## src/include/epa_pkg.sv

```systemverilog
// Constants, register layout and state encoding of the emulated PHY negotiation block.
package epa_pkg;

	// ----------------------------------------------------------------
	// Clock and reset timing
	// ----------------------------------------------------------------
	localparam int EPA_CLK_PERIOD_NS = 10;
	localparam int EPA_PHY_RESET_TIME_US = 102;
	localparam int EPA_PHY_RESET_CYCLES = (EPA_PHY_RESET_TIME_US * 1000) / EPA_CLK_PERIOD_NS;

	// ----------------------------------------------------------------
	// Register indexes of the management bank
	// ----------------------------------------------------------------
	localparam logic [4:0] EPA_REG_CTRL = 5'h00;
	localparam logic [4:0] EPA_REG_STATUS = 5'h01;
	localparam logic [4:0] EPA_REG_ID1 = 5'h02;
	localparam logic [4:0] EPA_REG_ID2 = 5'h03;
	localparam logic [4:0] EPA_REG_ADV = 5'h04;
	localparam logic [4:0] EPA_REG_LPA = 5'h05;
	localparam logic [4:0] EPA_REG_EXP = 5'h06;

	// ----------------------------------------------------------------
	// Basic control field positions
	// ----------------------------------------------------------------
	localparam int EPA_CTRL_RESET = 15;
	localparam int EPA_CTRL_LOOPBACK = 14;
	localparam int EPA_CTRL_SPEED = 13;
	localparam int EPA_CTRL_NEG_EN = 12;
	localparam int EPA_CTRL_POWER_DOWN = 11;
	localparam int EPA_CTRL_ISOLATE = 10;
	localparam int EPA_CTRL_RESTART = 9;
	localparam int EPA_CTRL_DUPLEX = 8;
	localparam int EPA_CTRL_COLL_TEST = 7;
	localparam logic EPA_CTRL_SPEED_RST = 1'h1;
	localparam logic EPA_CTRL_NEG_EN_RST = 1'h1;
	localparam logic EPA_CTRL_DUPLEX_RST = 1'h1;

	// ----------------------------------------------------------------
	// Basic status field positions and fixed content
	// ----------------------------------------------------------------
	localparam int EPA_STAT_NEG_DONE = 5;
	localparam logic [15:0] EPA_STAT_FIXED = 16'h780D;

	// ----------------------------------------------------------------
	// Advertisement and partner ability layout
	// ----------------------------------------------------------------
	localparam int EPA_ABIL_PAUSE_LSB = 10;
	localparam int EPA_ABIL_TECH_LSB = 5;
	localparam logic [4:0] EPA_ABIL_SELECTOR = 5'h01;
	localparam logic [3:0] EPA_ADV_TECH_RST = 4'hF;
	localparam logic [1:0] EPA_ADV_PAUSE_RST = 2'h0;
	// Technology order inside the 4-bit field: 3=100FD, 2=100HD, 1=10FD, 0=10HD.
	localparam int EPA_T_100FD = 3;
	localparam int EPA_T_100HD = 2;
	localparam int EPA_T_10FD = 1;
	localparam int EPA_T_10HD = 0;

	// ----------------------------------------------------------------
	// Expansion field positions
	// ----------------------------------------------------------------
	localparam int EPA_EXP_PAGE_RX = 1;
	localparam int EPA_EXP_LP_ABLE = 0;

	// ----------------------------------------------------------------
	// Identifier values, arbitrary
	// ----------------------------------------------------------------
	localparam logic [15:0] EPA_ID1_VALUE = 16'h1234;
	localparam logic [15:0] EPA_ID2_VALUE = 16'h5670;

	// ----------------------------------------------------------------
	// Sequencer states
	// ----------------------------------------------------------------
	typedef enum logic [2:0] {
		EPA_IDLE,
		EPA_BEGIN,
		EPA_SET_COMPLETE,
		EPA_SET_PAGE,
		EPA_RESOLVE,
		EPA_PHY_RESET
	} epa_state_t;

endpackage : epa_pkg

```

## src/hw/epa_emulated_phy.sv

```systemverilog
// Emulated PHY management register bank with deterministic emulated negotiation.
`timescale 1ns/1ps
// Summary of operation
// - negotiate only while enable bit set
// - restart on resets, restart bit, reload
// - restart after loader updates straps
// - complete, then page received, then result
// - common modes are advert AND partner
// - priority 100FD, 100HD, 10FD, 10HD
// - no common mode uses parallel detection
// - advert tech bits reset set, writable
// - advert writes wait for next negotiation
// - partner defaults come from straps
// - strap pin changes alone never rerun negotiation
// - no next page, remote fault, T4
// - success sets partner-able and partner bits
// - MAC local, switch fabric is partner
// - clause 22 bank reports PHY status
// - parallel detect: half duplex, strap speed
// - disabled negotiation forces control speed/duplex
// - chip reset bit clears after 102 us
// - control reset bit self-clears after reset
module epa_emulated_phy #(
	parameter int RESET_CYCLES = epa_pkg::EPA_PHY_RESET_CYCLES
) (
	input wire logic clk_i,
	input wire logic reset_n_i,
	input wire logic reg_wr_i,
	input wire logic reg_rd_i,
	input wire logic [4:0] reg_addr_i,
	input wire logic [15:0] reg_wr_data_i,
	output logic [15:0] reg_rd_data_o,
	output logic reg_rd_valid_o,
	input wire logic chip_phy_reset_set_i,
	output logic chip_phy_reset_busy_o,
	input wire logic digital_reset_i,
	input wire logic eeprom_reload_i,
	input wire logic eeprom_straps_done_i,
	input wire logic duplex_strap_i,
	input wire logic speed_strap_i,
	output logic link_speed_100_o,
	output logic link_full_duplex_o,
	output logic link_pause_o,
	output logic neg_complete_o,
	output logic loopback_o,
	output logic isolate_o,
	output logic power_down_o,
	output logic collision_test_o,
	output logic phy_in_reset_o
);

	localparam int CW = $clog2(RESET_CYCLES + 1);

	typedef struct packed {
		epa_pkg::epa_state_t state;
		logic pending;
		logic ctrl_reset;
		logic loopback;
		logic forced_speed_bit;
		logic neg_enable_bit;
		logic power_down;
		logic isolate;
		logic neg_restart_bit;
		logic forced_duplex_bit;
		logic coll_test;
		logic [1:0] adv_pause;
		logic [3:0] adv_tech;
		logic [1:0] lp_pause;
		logic [3:0] lp_tech;
		logic lp_neg_able;
		logic page_rx;
		logic neg_complete;
		logic res_speed;
		logic res_duplex;
		logic res_pause;
		logic strap_speed;
		logic strap_duplex;
		logic straps_taken;
		logic chip_rst_busy;
		logic [CW-1:0] rst_cnt;
		logic link_speed;
		logic link_duplex;
		logic link_pause;
		logic [15:0] rd_data;
		logic rd_valid;
	} epa_core_t;

	epa_core_t cur;
	epa_core_t next_cur;
	logic [3:0] partner_tech;
	logic common_any;
	logic best_speed;
	logic best_duplex;
	logic [3:0] best_lp_tech;
	logic [15:0] ctrl_view;
	logic [15:0] abil_adv_view;
	logic [15:0] abil_lp_view;
	logic wr_ctrl;
	logic restart_wr;
	logic neg_trigger;

	// ----------------------------------------------------------------
	// Emulated partner and best common mode
	// ----------------------------------------------------------------
	always_comb begin
		// Partner abilities follow the latched straps only, so strap pin changes alone have no effect.
		partner_tech = {cur.strap_speed & cur.strap_duplex, cur.strap_speed,
			cur.strap_duplex, 1'b1};
	end

	epa_resolver u_resolver (
		.adv_tech_i(cur.adv_tech),
		.partner_tech_i(partner_tech),
		.strap_speed_i(cur.strap_speed),
		.common_any_o(common_any),
		.speed_100_o(best_speed),
		.full_duplex_o(best_duplex),
		.lp_tech_o(best_lp_tech)
	);

	// ----------------------------------------------------------------
	// Register views
	// ----------------------------------------------------------------
	always_comb begin
		ctrl_view = 16'h0000;
		ctrl_view[epa_pkg::EPA_CTRL_RESET] = cur.ctrl_reset;
		ctrl_view[epa_pkg::EPA_CTRL_LOOPBACK] = cur.loopback;
		ctrl_view[epa_pkg::EPA_CTRL_SPEED] = cur.forced_speed_bit;
		ctrl_view[epa_pkg::EPA_CTRL_NEG_EN] = cur.neg_enable_bit;
		ctrl_view[epa_pkg::EPA_CTRL_POWER_DOWN] = cur.power_down;
		ctrl_view[epa_pkg::EPA_CTRL_ISOLATE] = cur.isolate;
		ctrl_view[epa_pkg::EPA_CTRL_RESTART] = cur.neg_restart_bit;
		ctrl_view[epa_pkg::EPA_CTRL_DUPLEX] = cur.forced_duplex_bit;
		ctrl_view[epa_pkg::EPA_CTRL_COLL_TEST] = cur.coll_test;
		// Next page, remote fault and T4 bits are never offered and read zero.
		abil_adv_view = 16'h0000;
		abil_adv_view[epa_pkg::EPA_ABIL_PAUSE_LSB +: 2] = cur.adv_pause;
		abil_adv_view[epa_pkg::EPA_ABIL_TECH_LSB +: 4] = cur.adv_tech;
		abil_adv_view[4:0] = epa_pkg::EPA_ABIL_SELECTOR;
		abil_lp_view = 16'h0000;
		abil_lp_view[epa_pkg::EPA_ABIL_PAUSE_LSB +: 2] = cur.lp_pause;
		abil_lp_view[epa_pkg::EPA_ABIL_TECH_LSB +: 4] = cur.lp_tech;
		abil_lp_view[4:0] = epa_pkg::EPA_ABIL_SELECTOR;
	end

	// ----------------------------------------------------------------
	// Next state
	// ----------------------------------------------------------------
	assign wr_ctrl = reg_wr_i && cur.state != epa_pkg::EPA_PHY_RESET
		&& reg_addr_i == epa_pkg::EPA_REG_CTRL;
	assign restart_wr = wr_ctrl && reg_wr_data_i[epa_pkg::EPA_CTRL_RESTART];
	// Every event, other than reset_n_i release and the end of a PHY reset, that must start a fresh negotiation run.
	assign neg_trigger = restart_wr || digital_reset_i || eeprom_reload_i
		|| eeprom_straps_done_i
		|| (wr_ctrl && reg_wr_data_i[epa_pkg::EPA_CTRL_NEG_EN] && !cur.neg_enable_bit);

	always_comb begin
		next_cur = cur;
		next_cur.rd_valid = 1'b0;

		// Straps are caught once after reset release and again after a loader update.
		if (!cur.straps_taken || eeprom_straps_done_i) begin
			next_cur.strap_speed = speed_strap_i;
			next_cur.strap_duplex = duplex_strap_i;
			next_cur.straps_taken = 1'b1;
		end
		if (neg_trigger) begin
			next_cur.pending = 1'b1;
		end

		// Register writes from the management side.
		if (reg_wr_i && cur.state != epa_pkg::EPA_PHY_RESET) begin
			if (reg_addr_i == epa_pkg::EPA_REG_CTRL) begin
				next_cur.loopback = reg_wr_data_i[epa_pkg::EPA_CTRL_LOOPBACK];
				next_cur.forced_speed_bit = reg_wr_data_i[epa_pkg::EPA_CTRL_SPEED];
				next_cur.neg_enable_bit = reg_wr_data_i[epa_pkg::EPA_CTRL_NEG_EN];
				next_cur.power_down = reg_wr_data_i[epa_pkg::EPA_CTRL_POWER_DOWN];
				next_cur.isolate = reg_wr_data_i[epa_pkg::EPA_CTRL_ISOLATE];
				next_cur.forced_duplex_bit = reg_wr_data_i[epa_pkg::EPA_CTRL_DUPLEX];
				next_cur.coll_test = reg_wr_data_i[epa_pkg::EPA_CTRL_COLL_TEST];
				if (reg_wr_data_i[epa_pkg::EPA_CTRL_RESTART]) begin
					next_cur.neg_restart_bit = 1'b1;
				end
				if (reg_wr_data_i[epa_pkg::EPA_CTRL_RESET]) begin
					next_cur.ctrl_reset = 1'b1;
				end
			end
			if (reg_addr_i == epa_pkg::EPA_REG_ADV) begin
				// Only the stored advert changes; the result waits for a rerun.
				next_cur.adv_tech = reg_wr_data_i[epa_pkg::EPA_ABIL_TECH_LSB +: 4];
				next_cur.adv_pause = reg_wr_data_i[epa_pkg::EPA_ABIL_PAUSE_LSB +: 2];
			end
		end
		if (chip_phy_reset_set_i) begin
			next_cur.chip_rst_busy = 1'b1;
		end

		case (cur.state)
			epa_pkg::EPA_IDLE: begin
				if (next_cur.ctrl_reset || next_cur.chip_rst_busy) begin
					next_cur.state = epa_pkg::EPA_PHY_RESET;
					next_cur.rst_cnt = '0;
				end else if (cur.pending && cur.straps_taken && cur.neg_enable_bit) begin
					next_cur.state = epa_pkg::EPA_BEGIN;
				end else if (cur.pending && !cur.neg_enable_bit) begin
					next_cur.pending = 1'b0;
					next_cur.neg_restart_bit = 1'b0;
				end
			end
			epa_pkg::EPA_BEGIN: begin
				// A trigger landing in this cycle is kept for the next run.
				next_cur.neg_restart_bit = restart_wr;
				next_cur.pending = neg_trigger;
				next_cur.neg_complete = 1'b0;
				next_cur.page_rx = 1'b0;
				next_cur.lp_neg_able = 1'b0;
				next_cur.state = epa_pkg::EPA_SET_COMPLETE;
			end
			epa_pkg::EPA_SET_COMPLETE: begin
				next_cur.neg_complete = 1'b1;
				next_cur.state = epa_pkg::EPA_SET_PAGE;
			end
			epa_pkg::EPA_SET_PAGE: begin
				next_cur.page_rx = 1'b1;
				next_cur.state = epa_pkg::EPA_RESOLVE;
			end
			epa_pkg::EPA_RESOLVE: begin
				next_cur.res_speed = best_speed;
				next_cur.res_duplex = best_duplex;
				next_cur.lp_neg_able = common_any;
				next_cur.lp_tech = best_lp_tech;
				// The partner mirrors the requested pause abilities only when a common mode exists.
				next_cur.lp_pause = common_any ? cur.adv_pause : 2'h0;
				next_cur.res_pause = best_duplex & cur.adv_pause[0];
				next_cur.state = epa_pkg::EPA_IDLE;
			end
			epa_pkg::EPA_PHY_RESET: begin
				next_cur.rst_cnt = CW'(cur.rst_cnt + 1'b1);
				if (cur.rst_cnt == CW'(RESET_CYCLES - 1)) begin
					// Control and advert registers return to defaults and negotiation restarts.
					// A set landing on the last cycle wins and starts another span.
					next_cur.chip_rst_busy = chip_phy_reset_set_i;
					next_cur.ctrl_reset = 1'b0;
					next_cur.loopback = 1'b0;
					next_cur.forced_speed_bit = epa_pkg::EPA_CTRL_SPEED_RST;
					next_cur.neg_enable_bit = epa_pkg::EPA_CTRL_NEG_EN_RST;
					next_cur.power_down = 1'b0;
					next_cur.isolate = 1'b0;
					next_cur.forced_duplex_bit = epa_pkg::EPA_CTRL_DUPLEX_RST;
					next_cur.coll_test = 1'b0;
					next_cur.adv_tech = epa_pkg::EPA_ADV_TECH_RST;
					next_cur.adv_pause = epa_pkg::EPA_ADV_PAUSE_RST;
					next_cur.pending = 1'b1;
					next_cur.state = epa_pkg::EPA_IDLE;
				end
			end
			default: begin
				next_cur.state = epa_pkg::EPA_IDLE;
			end
		endcase

		// Link result seen by the switch fabric port.
		if (cur.neg_enable_bit) begin
			next_cur.link_speed = cur.res_speed;
			next_cur.link_duplex = cur.res_duplex;
			next_cur.link_pause = cur.res_pause;
		end else begin
			next_cur.link_speed = cur.forced_speed_bit;
			next_cur.link_duplex = cur.forced_duplex_bit;
			next_cur.link_pause = 1'b0;
		end

		// Reads: the MAC is the local side, the fabric is the partner.
		if (reg_rd_i) begin
			next_cur.rd_valid = 1'b1;
			case (reg_addr_i)
				epa_pkg::EPA_REG_CTRL: next_cur.rd_data = ctrl_view;
				epa_pkg::EPA_REG_STATUS: begin
					next_cur.rd_data = epa_pkg::EPA_STAT_FIXED;
					next_cur.rd_data[epa_pkg::EPA_STAT_NEG_DONE] = cur.neg_complete;
				end
				epa_pkg::EPA_REG_ID1: next_cur.rd_data = epa_pkg::EPA_ID1_VALUE;
				epa_pkg::EPA_REG_ID2: next_cur.rd_data = epa_pkg::EPA_ID2_VALUE;
				epa_pkg::EPA_REG_ADV: next_cur.rd_data = abil_adv_view;
				epa_pkg::EPA_REG_LPA: next_cur.rd_data = abil_lp_view;
				epa_pkg::EPA_REG_EXP: begin
					next_cur.rd_data = 16'h0000;
					next_cur.rd_data[epa_pkg::EPA_EXP_PAGE_RX] = cur.page_rx;
					next_cur.rd_data[epa_pkg::EPA_EXP_LP_ABLE] = cur.lp_neg_able;
				end
				default: next_cur.rd_data = 16'h0000;
			endcase
		end
	end

	// ----------------------------------------------------------------
	// State register
	// ----------------------------------------------------------------
	always_ff @(posedge clk_i or negedge reset_n_i) begin
		if (!reset_n_i) begin
			cur <= '0;
			cur.state <= epa_pkg::EPA_IDLE;
			cur.pending <= 1'b1;
			cur.forced_speed_bit <= epa_pkg::EPA_CTRL_SPEED_RST;
			cur.neg_enable_bit <= epa_pkg::EPA_CTRL_NEG_EN_RST;
			cur.forced_duplex_bit <= epa_pkg::EPA_CTRL_DUPLEX_RST;
			cur.adv_tech <= epa_pkg::EPA_ADV_TECH_RST;
			cur.adv_pause <= epa_pkg::EPA_ADV_PAUSE_RST;
		end else begin
			cur <= next_cur;
		end
	end

	assign reg_rd_data_o = cur.rd_data;
	assign reg_rd_valid_o = cur.rd_valid;
	assign chip_phy_reset_busy_o = cur.chip_rst_busy;
	assign link_speed_100_o = cur.link_speed;
	assign link_full_duplex_o = cur.link_duplex;
	assign link_pause_o = cur.link_pause;
	assign neg_complete_o = cur.neg_complete;
	assign loopback_o = cur.loopback;
	assign isolate_o = cur.isolate;
	assign power_down_o = cur.power_down;
	assign collision_test_o = cur.coll_test;
	assign phy_in_reset_o = (cur.state == epa_pkg::EPA_PHY_RESET);

endmodule : epa_emulated_phy

```

## src/hw/epa_resolver.sv

```systemverilog
// Best common mode selection and parallel detection fallback.
`timescale 1ns/1ps
module epa_resolver (
	input wire logic [3:0] adv_tech_i,
	input wire logic [3:0] partner_tech_i,
	input wire logic strap_speed_i,
	output logic common_any_o,
	output logic speed_100_o,
	output logic full_duplex_o,
	output logic [3:0] lp_tech_o
);

	logic [3:0] common;

	always_comb begin
		common = adv_tech_i & partner_tech_i;
		common_any_o = |common;
		speed_100_o = 1'b0;
		full_duplex_o = 1'b0;
		lp_tech_o = partner_tech_i;
		if (common[epa_pkg::EPA_T_100FD]) begin
			speed_100_o = 1'b1;
			full_duplex_o = 1'b1;
		end else if (common[epa_pkg::EPA_T_100HD]) begin
			speed_100_o = 1'b1;
		end else if (common[epa_pkg::EPA_T_10FD]) begin
			full_duplex_o = 1'b1;
		end else if (common[epa_pkg::EPA_T_10HD]) begin
			speed_100_o = 1'b0;
		end else begin
			// Parallel detection: half duplex at strap speed, one partner bit.
			speed_100_o = strap_speed_i;
			lp_tech_o = strap_speed_i ? 4'h4 : 4'h1;
		end
	end

endmodule : epa_resolver

```

## config.mk

```make
export PLATFORM = sky130hd
export DESIGN_NAME = epa_emulated_phy
export DESIGN_NICKNAME = d
export VERILOG_FILES = /design/src/include/epa_pkg.sv /design/src/hw/epa_emulated_phy.sv /design/src/hw/epa_resolver.sv
export SDC_FILE = /design/constraint.sdc
export NUM_CORES = 1
export LEC_CHECK = 0
export BUFFER_PORTS_ARGS = -buffer_cell sky130_fd_sc_hd__buf_2
export CAP_MARGIN = 20
export CORE_UTILIZATION = 45
export DETAILED_ROUTE_END_ITERATION = 7
export GPL_TIMING_DRIVEN = 0
export PLACE_DENSITY = 0.66
export SETUP_SLACK_MARGIN = 0.02
export SLEW_MARGIN = 10
export SYNTH_ARGS = -nofsm -noshare
export SYNTH_HDL_FRONTEND = slang
export SYNTH_SLANG_ARGS = --single-unit
```

## constraint.sdc

```tcl
create_clock -name clk_i -period 5.23 [get_ports clk_i]
set_clock_uncertainty 0.2 [all_clocks]
set_input_delay 0.2615 -clock clk_i [delete_from_list [all_inputs] [get_ports clk_i]]
set_output_delay 0.2615 -clock clk_i [all_outputs]
set_load 0.02 [all_outputs]
```

==> results of run 1 <==
## registers in the layout, summed over array words and instances (netlist names)
register	flops
abil_adv_view	6
abil_lp_view	6
chip_phy_reset_busy_o	1
collision_test_o	1
ctrl_view	5
cur	26
isolate_o	1
link_full_duplex_o	1
link_pause_o	1
link_speed_100_o	1
loopback_o	1
neg_complete_o	1
power_down_o	1
reg_rd_data_o	16
reg_rd_valid_o	1
## layout make-up
type / instances / area (um^2) / area share [%]
clock inverter: 4 / 22.5 / 0.543
clock buffer: 12 / 155 / 3.74
timing repair buffer: 65 / 420 / 10.1
tap: 99 / 124 / 2.99
buffer: 33 / 196 / 4.74
inverter: 23 / 86.3 / 2.08
sequential: 69 / 1740 / 41.9
multi-input combinational: 224 / 1400 / 33.9
## metal layers
layer	part of all wire (%)	global-route usage [%]	vias up
met5	0	0	-
met4	1.3	6.93	0
met3	4.6	5.82	13
met2	47	34.1	79
met1	47	29.4	1389
li1	-	-	1382
## power breakdown
part | internal, mW | switching (mW) | total [mW]
Sequential | 0.539 | 0.00466 | 0.544
Combinational | 0.0337 | 0.0437 | 0.0774
Clock | 0.196 | 0.192 | 0.387
Total | 0.769 | 0.240 | 1.01
## worst min-delay path by stage
stage	start	to	slack, ns
2_1_floorplan	reset_n_i	abil_adv_view[10]	-0.23
3_3_place_gp	reg_rd_i	reg_rd_valid_o	0.25
3_5_place_dp	reset_n_i	reg_rd_data_o[2]	-0.03
4_1_cts	reg_wr_data_i[9]	ctrl_view[9]	0.03
5_1_grt	reg_wr_data_i[9]	ctrl_view[9]	0.05
6_report	reg_wr_data_i[9]	ctrl_view[9]	0.04
## kinds of logic after synthesis
kind of cell / share of synthesized area (%)
other: 0.110
adder cells (fa/ha/maj): 0.365
AO/OA/AOI/OAI: 15.9
multiplexers: 7.27
buffers and inverters: 8.26
AND/OR/NAND/NOR: 16.8
XOR/XNOR: 0.512
flip-flops: 50.7
## synthesized netlist by cell type (3+ instances only)
cell type | instances | area share (%)
dfstp_2 | 8 | 6.1
o211ai_1 | 5 | 1.1
o21a_1 | 3 | 0.66
and4_1 | 3 | 0.77
a21oi_1 | 16 | 2.3
nor2_1 | 17 | 1.9
clkbuf_1 | 14 | 1.5
and3_1 | 8 | 1.5
a221o_1 | 4 | 1.2
and2_1 | 5 | 0.91
o21ai_0 | 20 | 2.9
nand3_1 | 15 | 2.2
inv_1 | 23 | 2.5
mux2_2 | 7 | 2.3
nand2_1 | 34 | 3.7
nor3_1 | 9 | 1.3
mux2i_1 | 17 | 5.0
a21o_1 | 4 | 0.88
dfrtp_1 | 61 | 45
buf_4 | 17 | 3.7
o22ai_1 | 8 | 1.5
nand4_1 | 8 | 1.5
a31oi_1 | 4 | 0.73
## per-stage QoR
step / util (%) / hold WS [ns] / area, um^2 / total power [mW] / std cells
floorplan: - / -0.234 / 3420 / 0.587 / 349
detailed placement: 52.5 / -0.0277 / 3830 / 0.623 / 499
CTS: 56.8 / 0.0324 / 4150 / 1.02 / 529
global route: 56.8 / 0.0495 / 4150 / 1.05 / 529
finish: 56.8 / 0.0386 / 4150 / 1.01 / 529
global placement: 52.1 / 0.253 / 3800 / 0.620 / 498
## critical path, stage by stage, from the launching register on
cell and delay [ns]:
dfrtp_1 0.36, buf_2 0.17, nand3b_1 0.33, inv_1 0.34, clkbuf_1 0.40, buf_2 0.25
==> flow_summary.toml, run 1 <==
[outcome]
outcome = "complete, no violations"

[global_routing]
grt_max_degree = 49
grt_pass1_wl_mm = 12.8
grt_pass1_vias = 2677
antenna_found_initial = 0
overflow = 0
track_usage_pct = 21.7

[place]
dpl.hpwl_mm = 5.67
io_buffers = 50
pre_cts_slack_ns = 2.65
routabilityCongestion = 0.864

[worst_setup_path]
cp.required_ns = 4.77
rrSetupSlack_ns = 2.94
critPathLaunch = "cur[67]"
crit_path_end_kind = "primary output"
rr_worst_depth = 7
crit_end = "phy_in_reset_o"
critPathMaxFanout = 10
r2r-start = "cur[67]"
crit_type = "reg -> out"
cp.arrival_ns = 2.18
r2r-end = "abil_adv_view[10]"
start_kind = "flip-flop"

[pwr]
peakVddDrop_uv = 152
p_leak_nw = 2.05
p_per_area_mw_per_mm2 = 243

[synthesis]
synth_flop_cell = "dfrtp_1"
synth_seq_cells = 69
syn_avg_cell_area_um2 = 9.81
ys_warn_count = 0
synth_edf_count = 0
synth_cell_types = 53
netlist_area_mm2 = 0.00342
ys_seq_area_share_pct = 50.7
synth_fp_nets = 381
async_reset_ff_share_pct = 100
netlist_instances = 349

[floorplanning]
die_w_um = 89.2
rows = 31
die_area_mm2 = 0.00796
die_h_um = 89.2
core_mm2 = 0.00729
pin_count = 58
start_util_pct = 46.9

[layout]
final_cell_mix = "dfrtp_1, buf_2, nand2_1"
area_delta_synth_final_pct = 21.1
drive_gt1_share_pct = 23.7
antenna_cells = 0
nets = 457
fillCellCount = 691
final_common_cell = "dfrtp_1"

[timing]
hold_violations = 0
timing_max_transition_violations_final = 0
finalWorstSetupSlack_ns = 2.59
max_clock_freq_mhz = 379
rsz0062_at_grt = "no"
final.period_utilization_pct = 50.5
relSlewSlack_pct = 35.8
fin_crit_ns = 2.64
setup_viol = 0
worst_pin_slew_ns = 0.954
final.setup.tns_ns = 0

[cts]
numCtsBuffers = 9
htreeDepth = 3
cts_resized = 0
tritoncts = "done"
clkLatencyLatePin_ns = 0.34
cts_buffer_depth = 2
cts_hold_buf = 14
clk_pin_slew_worst_paths_ns = 0.07
root_buffer = "clkbuf_8"
post_cts_buffers = 0
cts_sinks = 69

[hold_path]
hold_path_class = "in -> reg"
min_path_cells = 3

[route]
vias_per_cell = 5.41
drt_iter0_drc = 168
routed_wl_mm = 8.11
drt_pass1_iterations = 4
vias = 2863
ant_nets = 0
drc = 0
post_drt_wl_per_cell_um = 15.3

[flow_run]
drv_cap = 0
Note: power is estimated with default switching activity, not from simulation.
==> run 2: changes to the inputs <==
==> constraint.sdc (replaced) <==
create_clock -name clk_i -period 2.7 [get_ports clk_i]
set_clock_uncertainty 0.2 [all_clocks]
set_input_delay 0.135 -clock clk_i [delete_from_list [all_inputs] [get_ports clk_i]]
set_output_delay 0.135 -clock clk_i [all_outputs]
set_load 0.02 [all_outputs]
==> flow_summary.toml, run 2 (synthesized netlist as in run 1, its figures left out) <==
[route]
vias = 2879
drt_iter0_drc = 152
routed_wl_mm = 8.21
post_drt_wl_per_cell_um = 15.3
vias_per_cell = 5.38
drt_pass1_iterations = 5
ant_nets = 0
drc = 0

[timing]
rsz0062_at_grt = "no"
worst_pin_slew_ns = 0.710
hold_violations = 0
timing_max_transition_violations_final = 0
fin_crit_ns = 2.54
setup_viol = 0
finalWorstSetupSlack_ns = 0.155
holdWs_ns = 0.0181
relSlewSlack_pct = 52.3
final.period_utilization_pct = 94.3
final.setup.tns_ns = 0
max_clock_freq_mhz = 393

[global_routing]
antenna_found_initial = 0
grt_pass1_vias = 2709
grt_max_degree = 49
overflow = 0
track_usage_pct = 22.0
grt_pass1_wl_mm = 13.0

[outcome]
outcome = "complete, no violations"

[pwr]
peakVddDrop_uv = 292
netSwitchingFraction_pct = 23.9
pwr-share-clk_pct = 38.4
p_per_area_mw_per_mm2 = 467
p_switching_uw = 470
comb_power_share_pct = 8.0
p_leak_nw = 2.07
seqPwrFrac_pct = 53.6
p_int_mw = 1.49

[flow_run]
drv_cap = 0

[worst_setup_path]
crit_chain = "dlygate4sd3_1, buf_2, nor3_1, nand4_1, o211ai_1, a21o_1"
worst-path-stages = 6
crit_path_end_kind = "flip-flop"
crit_type = "in -> reg"
critPathMaxFanout = 8
cp.arrival_ns = 2.63
cp_slowest_cell = "nand4_1"
crit_family = "simple AND/OR/NAND/NOR gates"
start_kind = "input port"
rr_worst_depth = 7
max_stage_delay_ns = 0.65
cp.required_ns = 2.79
rrSetupSlack_ns = 0.40
path_buf_inv = 2

[place]
routabilityCongestion = 0.864
io_buffers = 50
pre_cts_slack_ns = 0.244
dpl.hpwl_mm = 5.67
place_area_mm2 = 0.00383

[floorplanning]
core_mm2 = 0.00729
die_h_um = 89.2
die_w_um = 89.2
rows = 31
die_area_mm2 = 0.00796
pin_count = 58
start_util_pct = 46.9

[cts]
cts_buffer_depth = 2
htreeDepth = 3
cts_sinks = 69
clkLatencyLatePin_ns = 0.34
tritoncts = "done"
root_buffer = "clkbuf_8"
clk_pin_slew_worst_paths_ns = 0.07
numCtsBuffers = 9

[layout]
area_delta_synth_final_pct = 23.0
final_common_cell = "dfrtp_1"
antenna_cells = 0
post-route-util_pct = 57.8
nets = 463
drive_gt1_share_pct = 23.6
top_register = "cur"
final_cell_mix = "dfrtp_1, buf_2, nand2_1"
largest_reg_flops = 26
design_area_mm2 = 0.00421
fillCellCount = 689

[hold_path]
hold_path_class = "in -> async"
==> run 2: cell count changes in the layout (fill, tap and decap cells not counted) <==
cell and delta:
dlygate4sd3_1 +6, nor4_1 -1, nor4_2 +1
==> run 2: final cells by class <==
cell class	count	area (um^2)	share of cell area, %
Tap cell	99	124	2.94
Sequential cell	69	1740	41.2
Buffer	33	196	4.66
Timing Repair Buffer	71	480	11.4
Multi-Input combinational cell	224	1410	33.5
Inverter	23	86.3	2.05
Clock buffer	12	155	3.68
Clock inverter	4	22.5	0.535
==> run 2: worst paths after layout <==
| check | startpoint | end |
|---|---|---|
| min in group clk_i | eeprom_straps_done_i | cur[37] |
| max in group asynchronous | reset_n_i | abil_adv_view[6] |
| min | reset_n_i | reg_rd_data_o[2] |
| max reg2reg | cur[67] | abil_adv_view[10] |
| min reg2reg | cur[39] | cur[39] |
| max | reg_addr_i[3] | cur[65] |
==> run 2: metrics by stage <==
| step | total power [mW] | instances |
|---|---|---|
| 2_1_floorplan | 1.14 | 349 |
| 3_3_place_gp | 1.20 | 498 |
| 3_5_place_dp | 1.21 | 499 |
| 4_1_cts | 1.99 | 535 |
| 5_1_grt | 2.05 | 535 |
| 6_report | 1.96 | 535 |
==> run 2: per-layer routing <==
metal / global-route usage (%) / wire length [um] / up-vias / share of wire (%)
met3: 5.72 / 363 / 8 / 4.4
met2: 34.9 / 3970 / 84 / 48
met1: 29.7 / 3790 / 1392 / 46
met4: 6.93 / 76 / 0 / 0.93
li1: - / - / 1395 / -
met5: 0 / 0 / - / 0
==> run 2: timing repair <==
item                                   in CTS  in global routing
hold buffers                               20                  0
endpoints found under the hold margin      83                  0
resized for setup                           0                  1
setup buffers                               0                  0
setup endpoints to repair                   0                  8
==> run 2: power groups by stage <==
| stage | Clock [mW] | Sequential, mW | Combinational, mW |
|---|---|---|---|
| 2_1_floorplan | 0 | 1.07 | 0.0652 |
| 3_3_place_gp | 0 | 1.07 | 0.129 |
| 3_5_place_dp | 0 | 1.07 | 0.135 |
| 4_1_cts | 0.776 | 1.05 | 0.157 |
| 5_1_grt | 0.820 | 1.05 | 0.174 |
| 6_report | 0.754 | 1.05 | 0.157 |
==> run 3: changes to the inputs <==
--- a/config.mk
+++ b/config.mk
@@ -10,7 +10,8 @@
 export CORE_UTILIZATION = 45
 export DETAILED_ROUTE_END_ITERATION = 7
 export GPL_TIMING_DRIVEN = 0
-export PLACE_DENSITY = 0.66
+export PLACE_DENSITY = 0.69
+export REMOVE_ABC_BUFFERS = 1
 export SETUP_SLACK_MARGIN = 0.02
 export SLEW_MARGIN = 10
 export SYNTH_ARGS = -nofsm -noshare
==> constraint.sdc (replaced) <==
create_clock -name clk_i -period 2.3 [get_ports clk_i]
set_clock_uncertainty 0.2 [all_clocks]
set_input_delay 0.115 -clock clk_i [delete_from_list [all_inputs] [get_ports clk_i]]
set_output_delay 0.115 -clock clk_i [all_outputs]
set_load 0.02 [all_outputs]
==> flow_summary.toml, run 3 (synthesized netlist as in run 1, its figures left out) <==
[worst_setup_path]
crit_family = "buffers and inverters"
rr_worst_depth = 5
max_stage_delay_ns = 0.62
path_buf_inv = 4
cp.arrival_ns = 2.28
start_kind = "input port"
crit_path_end_kind = "flip-flop"
crit_chain = "buf_2, dlygate4sd3_1, nand3_1, dlygate4sd3_1, o22ai_1, dlygate4sd3_1"
cp_slowest_cell = "dlygate4sd3_1"
worst-path-stages = 6
crit_type = "in -> reg"
critPathLaunch = "reg_addr_i[1]"
r2r-start = "cur[68]"
critPathMaxFanout = 13
cp_common_cell = "dlygate4sd3_1"
cp.required_ns = 2.39

[global_routing]
grt_max_degree = 39
grt_pass1_wl_mm = 13.3
track_usage_pct = 22.5
antenna_found_initial = 0
grt_pass1_vias = 2736
overflow = 0

[layout]
seq_area_mm2 = 0.00174
final_common_cell = "dfrtp_1"
final_cell_mix = "dfrtp_1, buf_2, nand2_1"
nets = 447
fin_cells = 519
drive_gt1_share_pct = 22.1
fillCellCount = 691
top_register = "cur"
largest_reg_flops = 26
area_delta_synth_final_pct = 21.7
antenna_cells = 0
multi_input_area_mm2 = 0.00141

[cts]
numCtsBuffers = 9
tritoncts = "done"
clk_pin_slew_worst_paths_ns = 0.07
cts_sinks = 69
cts_buffer_depth = 2
htreeDepth = 3
clkLatencyLatePin_ns = 0.35
root_buffer = "clkbuf_8"

[route]
drc = 0
wl_met1_mm = 3.78
top_layer = "met4"
wl_met3_um = 394
drt_pass1_iterations = 4
vias_per_cell = 5.52
met2_wirelength_mm = 3.45
drt_iter0_drc = 200
routed_wl_mm = 7.86
ant_nets = 0
post_drt_wl_per_cell_um = 15.1
vias = 2865

[timing]
hold_violations = 0
max_clock_freq_mhz = 456
final.period_utilization_pct = 95.4
timing_max_transition_violations_final = 0
worst_pin_slew_ns = 0.588
setup_viol = 0
finalWorstSetupSlack_ns = 0.107
holdWs_ns = 0.0349
relSlewSlack_pct = 60.6
rsz0062_at_grt = "no"
fin_crit_ns = 2.19

[hold_path]
min_path_cells = 4
hp-start = "reg_wr_data_i[15]"
hold_path_class = "in -> reg"

[floorplanning]
start_util_pct = 46.9
die_h_um = 89.2
core_mm2 = 0.00729
pin_count = 58
die_area_mm2 = 0.00796
die_w_um = 89.2
rows = 31

[flow_run]
drv_cap = 0

[place]
pre_cts_slack_ns = -0.682
io_buffers = 52
dpl.hpwl_mm = 5.32
routabilityCongestion = 0.833
place_inst = 468

[pwr]
p_leak_nw = 2.03
peakVddDrop_uv = 311
p_per_area_mw_per_mm2 = 555

[outcome]
outcome = "complete, no violations"
-- run 3: cell types whose count changed in the layout (fill, tap and decap cells not counted), sizes merged --
cell         delta
buf            -13
clkbuf         -13
clkinvlp        +1
dlygate4sd3    +10
inv             -1
-- run 3: final timing paths --
path / end / slack [ns]
max: reg_rd_data_o[1] / 0.11
min: ctrl_view[15] / 0.03
max reg2reg: abil_adv_view[10] / 0.15
min reg2reg: abil_lp_view[8] / 0.29
max in group asynchronous: ctrl_view[12] / 1.25
min in group asynchronous: reg_rd_data_o[4] / 0.04
-- run 3: per-stage QoR --
step	total power, mW	setup TNS (ns)	instance area [um^2]	utilization (%)
global placement	1.39	-9.47	3610	49.5
detailed placement	1.40	-8.09	3630	49.8
finish	2.31	0	4170	57.1
global route	2.42	0	4170	57.1
floorplan	1.31	-0.854	3230	-
CTS	2.34	0	4130	56.6
-- run 3: area by class of cell --
cell class	count	area share, %
inverters	23	2.16
repair buffers	88	15.0
clock inverters	4	0.541
multi-input cells	224	33.9
well taps	99	2.97
clock buffers	12	3.72
flip-flops and latches	69	41.7
-- run 3: worst min-delay path: cells and delay by family --
| kind | cells | cell delay, ns |
|---|---|---|
| AO/OA/AOI/OAI | 1 | 0.06 |
| AND/OR/NAND/NOR | 2 | 0.25 |
| buffers and inverters | 1 | 0.12 |
-- run 3: metal layers --
metal,up-vias,GRT usage (%)
met4,0,12.6
met5,-,0
met2,92,33.6
met3,14,3.32
li1,1366,-
met1,1393,31.6
-- run 3: repair_timing --
item,in CTS,in global routing
pin swaps,2,0
hold buffers,30,0
cloned,0,0
endpoints found under the setup margin,30,14
setup buffers,2,3
endpoints found under the hold margin,91,0
resized for setup,1,3
-- run 3: power breakdown --
part	leakage [nW]	switching, mW	internal [mW]
logic	1.08	0.0994	0.0803
clock network	0.0921	0.450	0.445
registers	0.862	0.00967	1.23
total	2.03	0.559	1.75
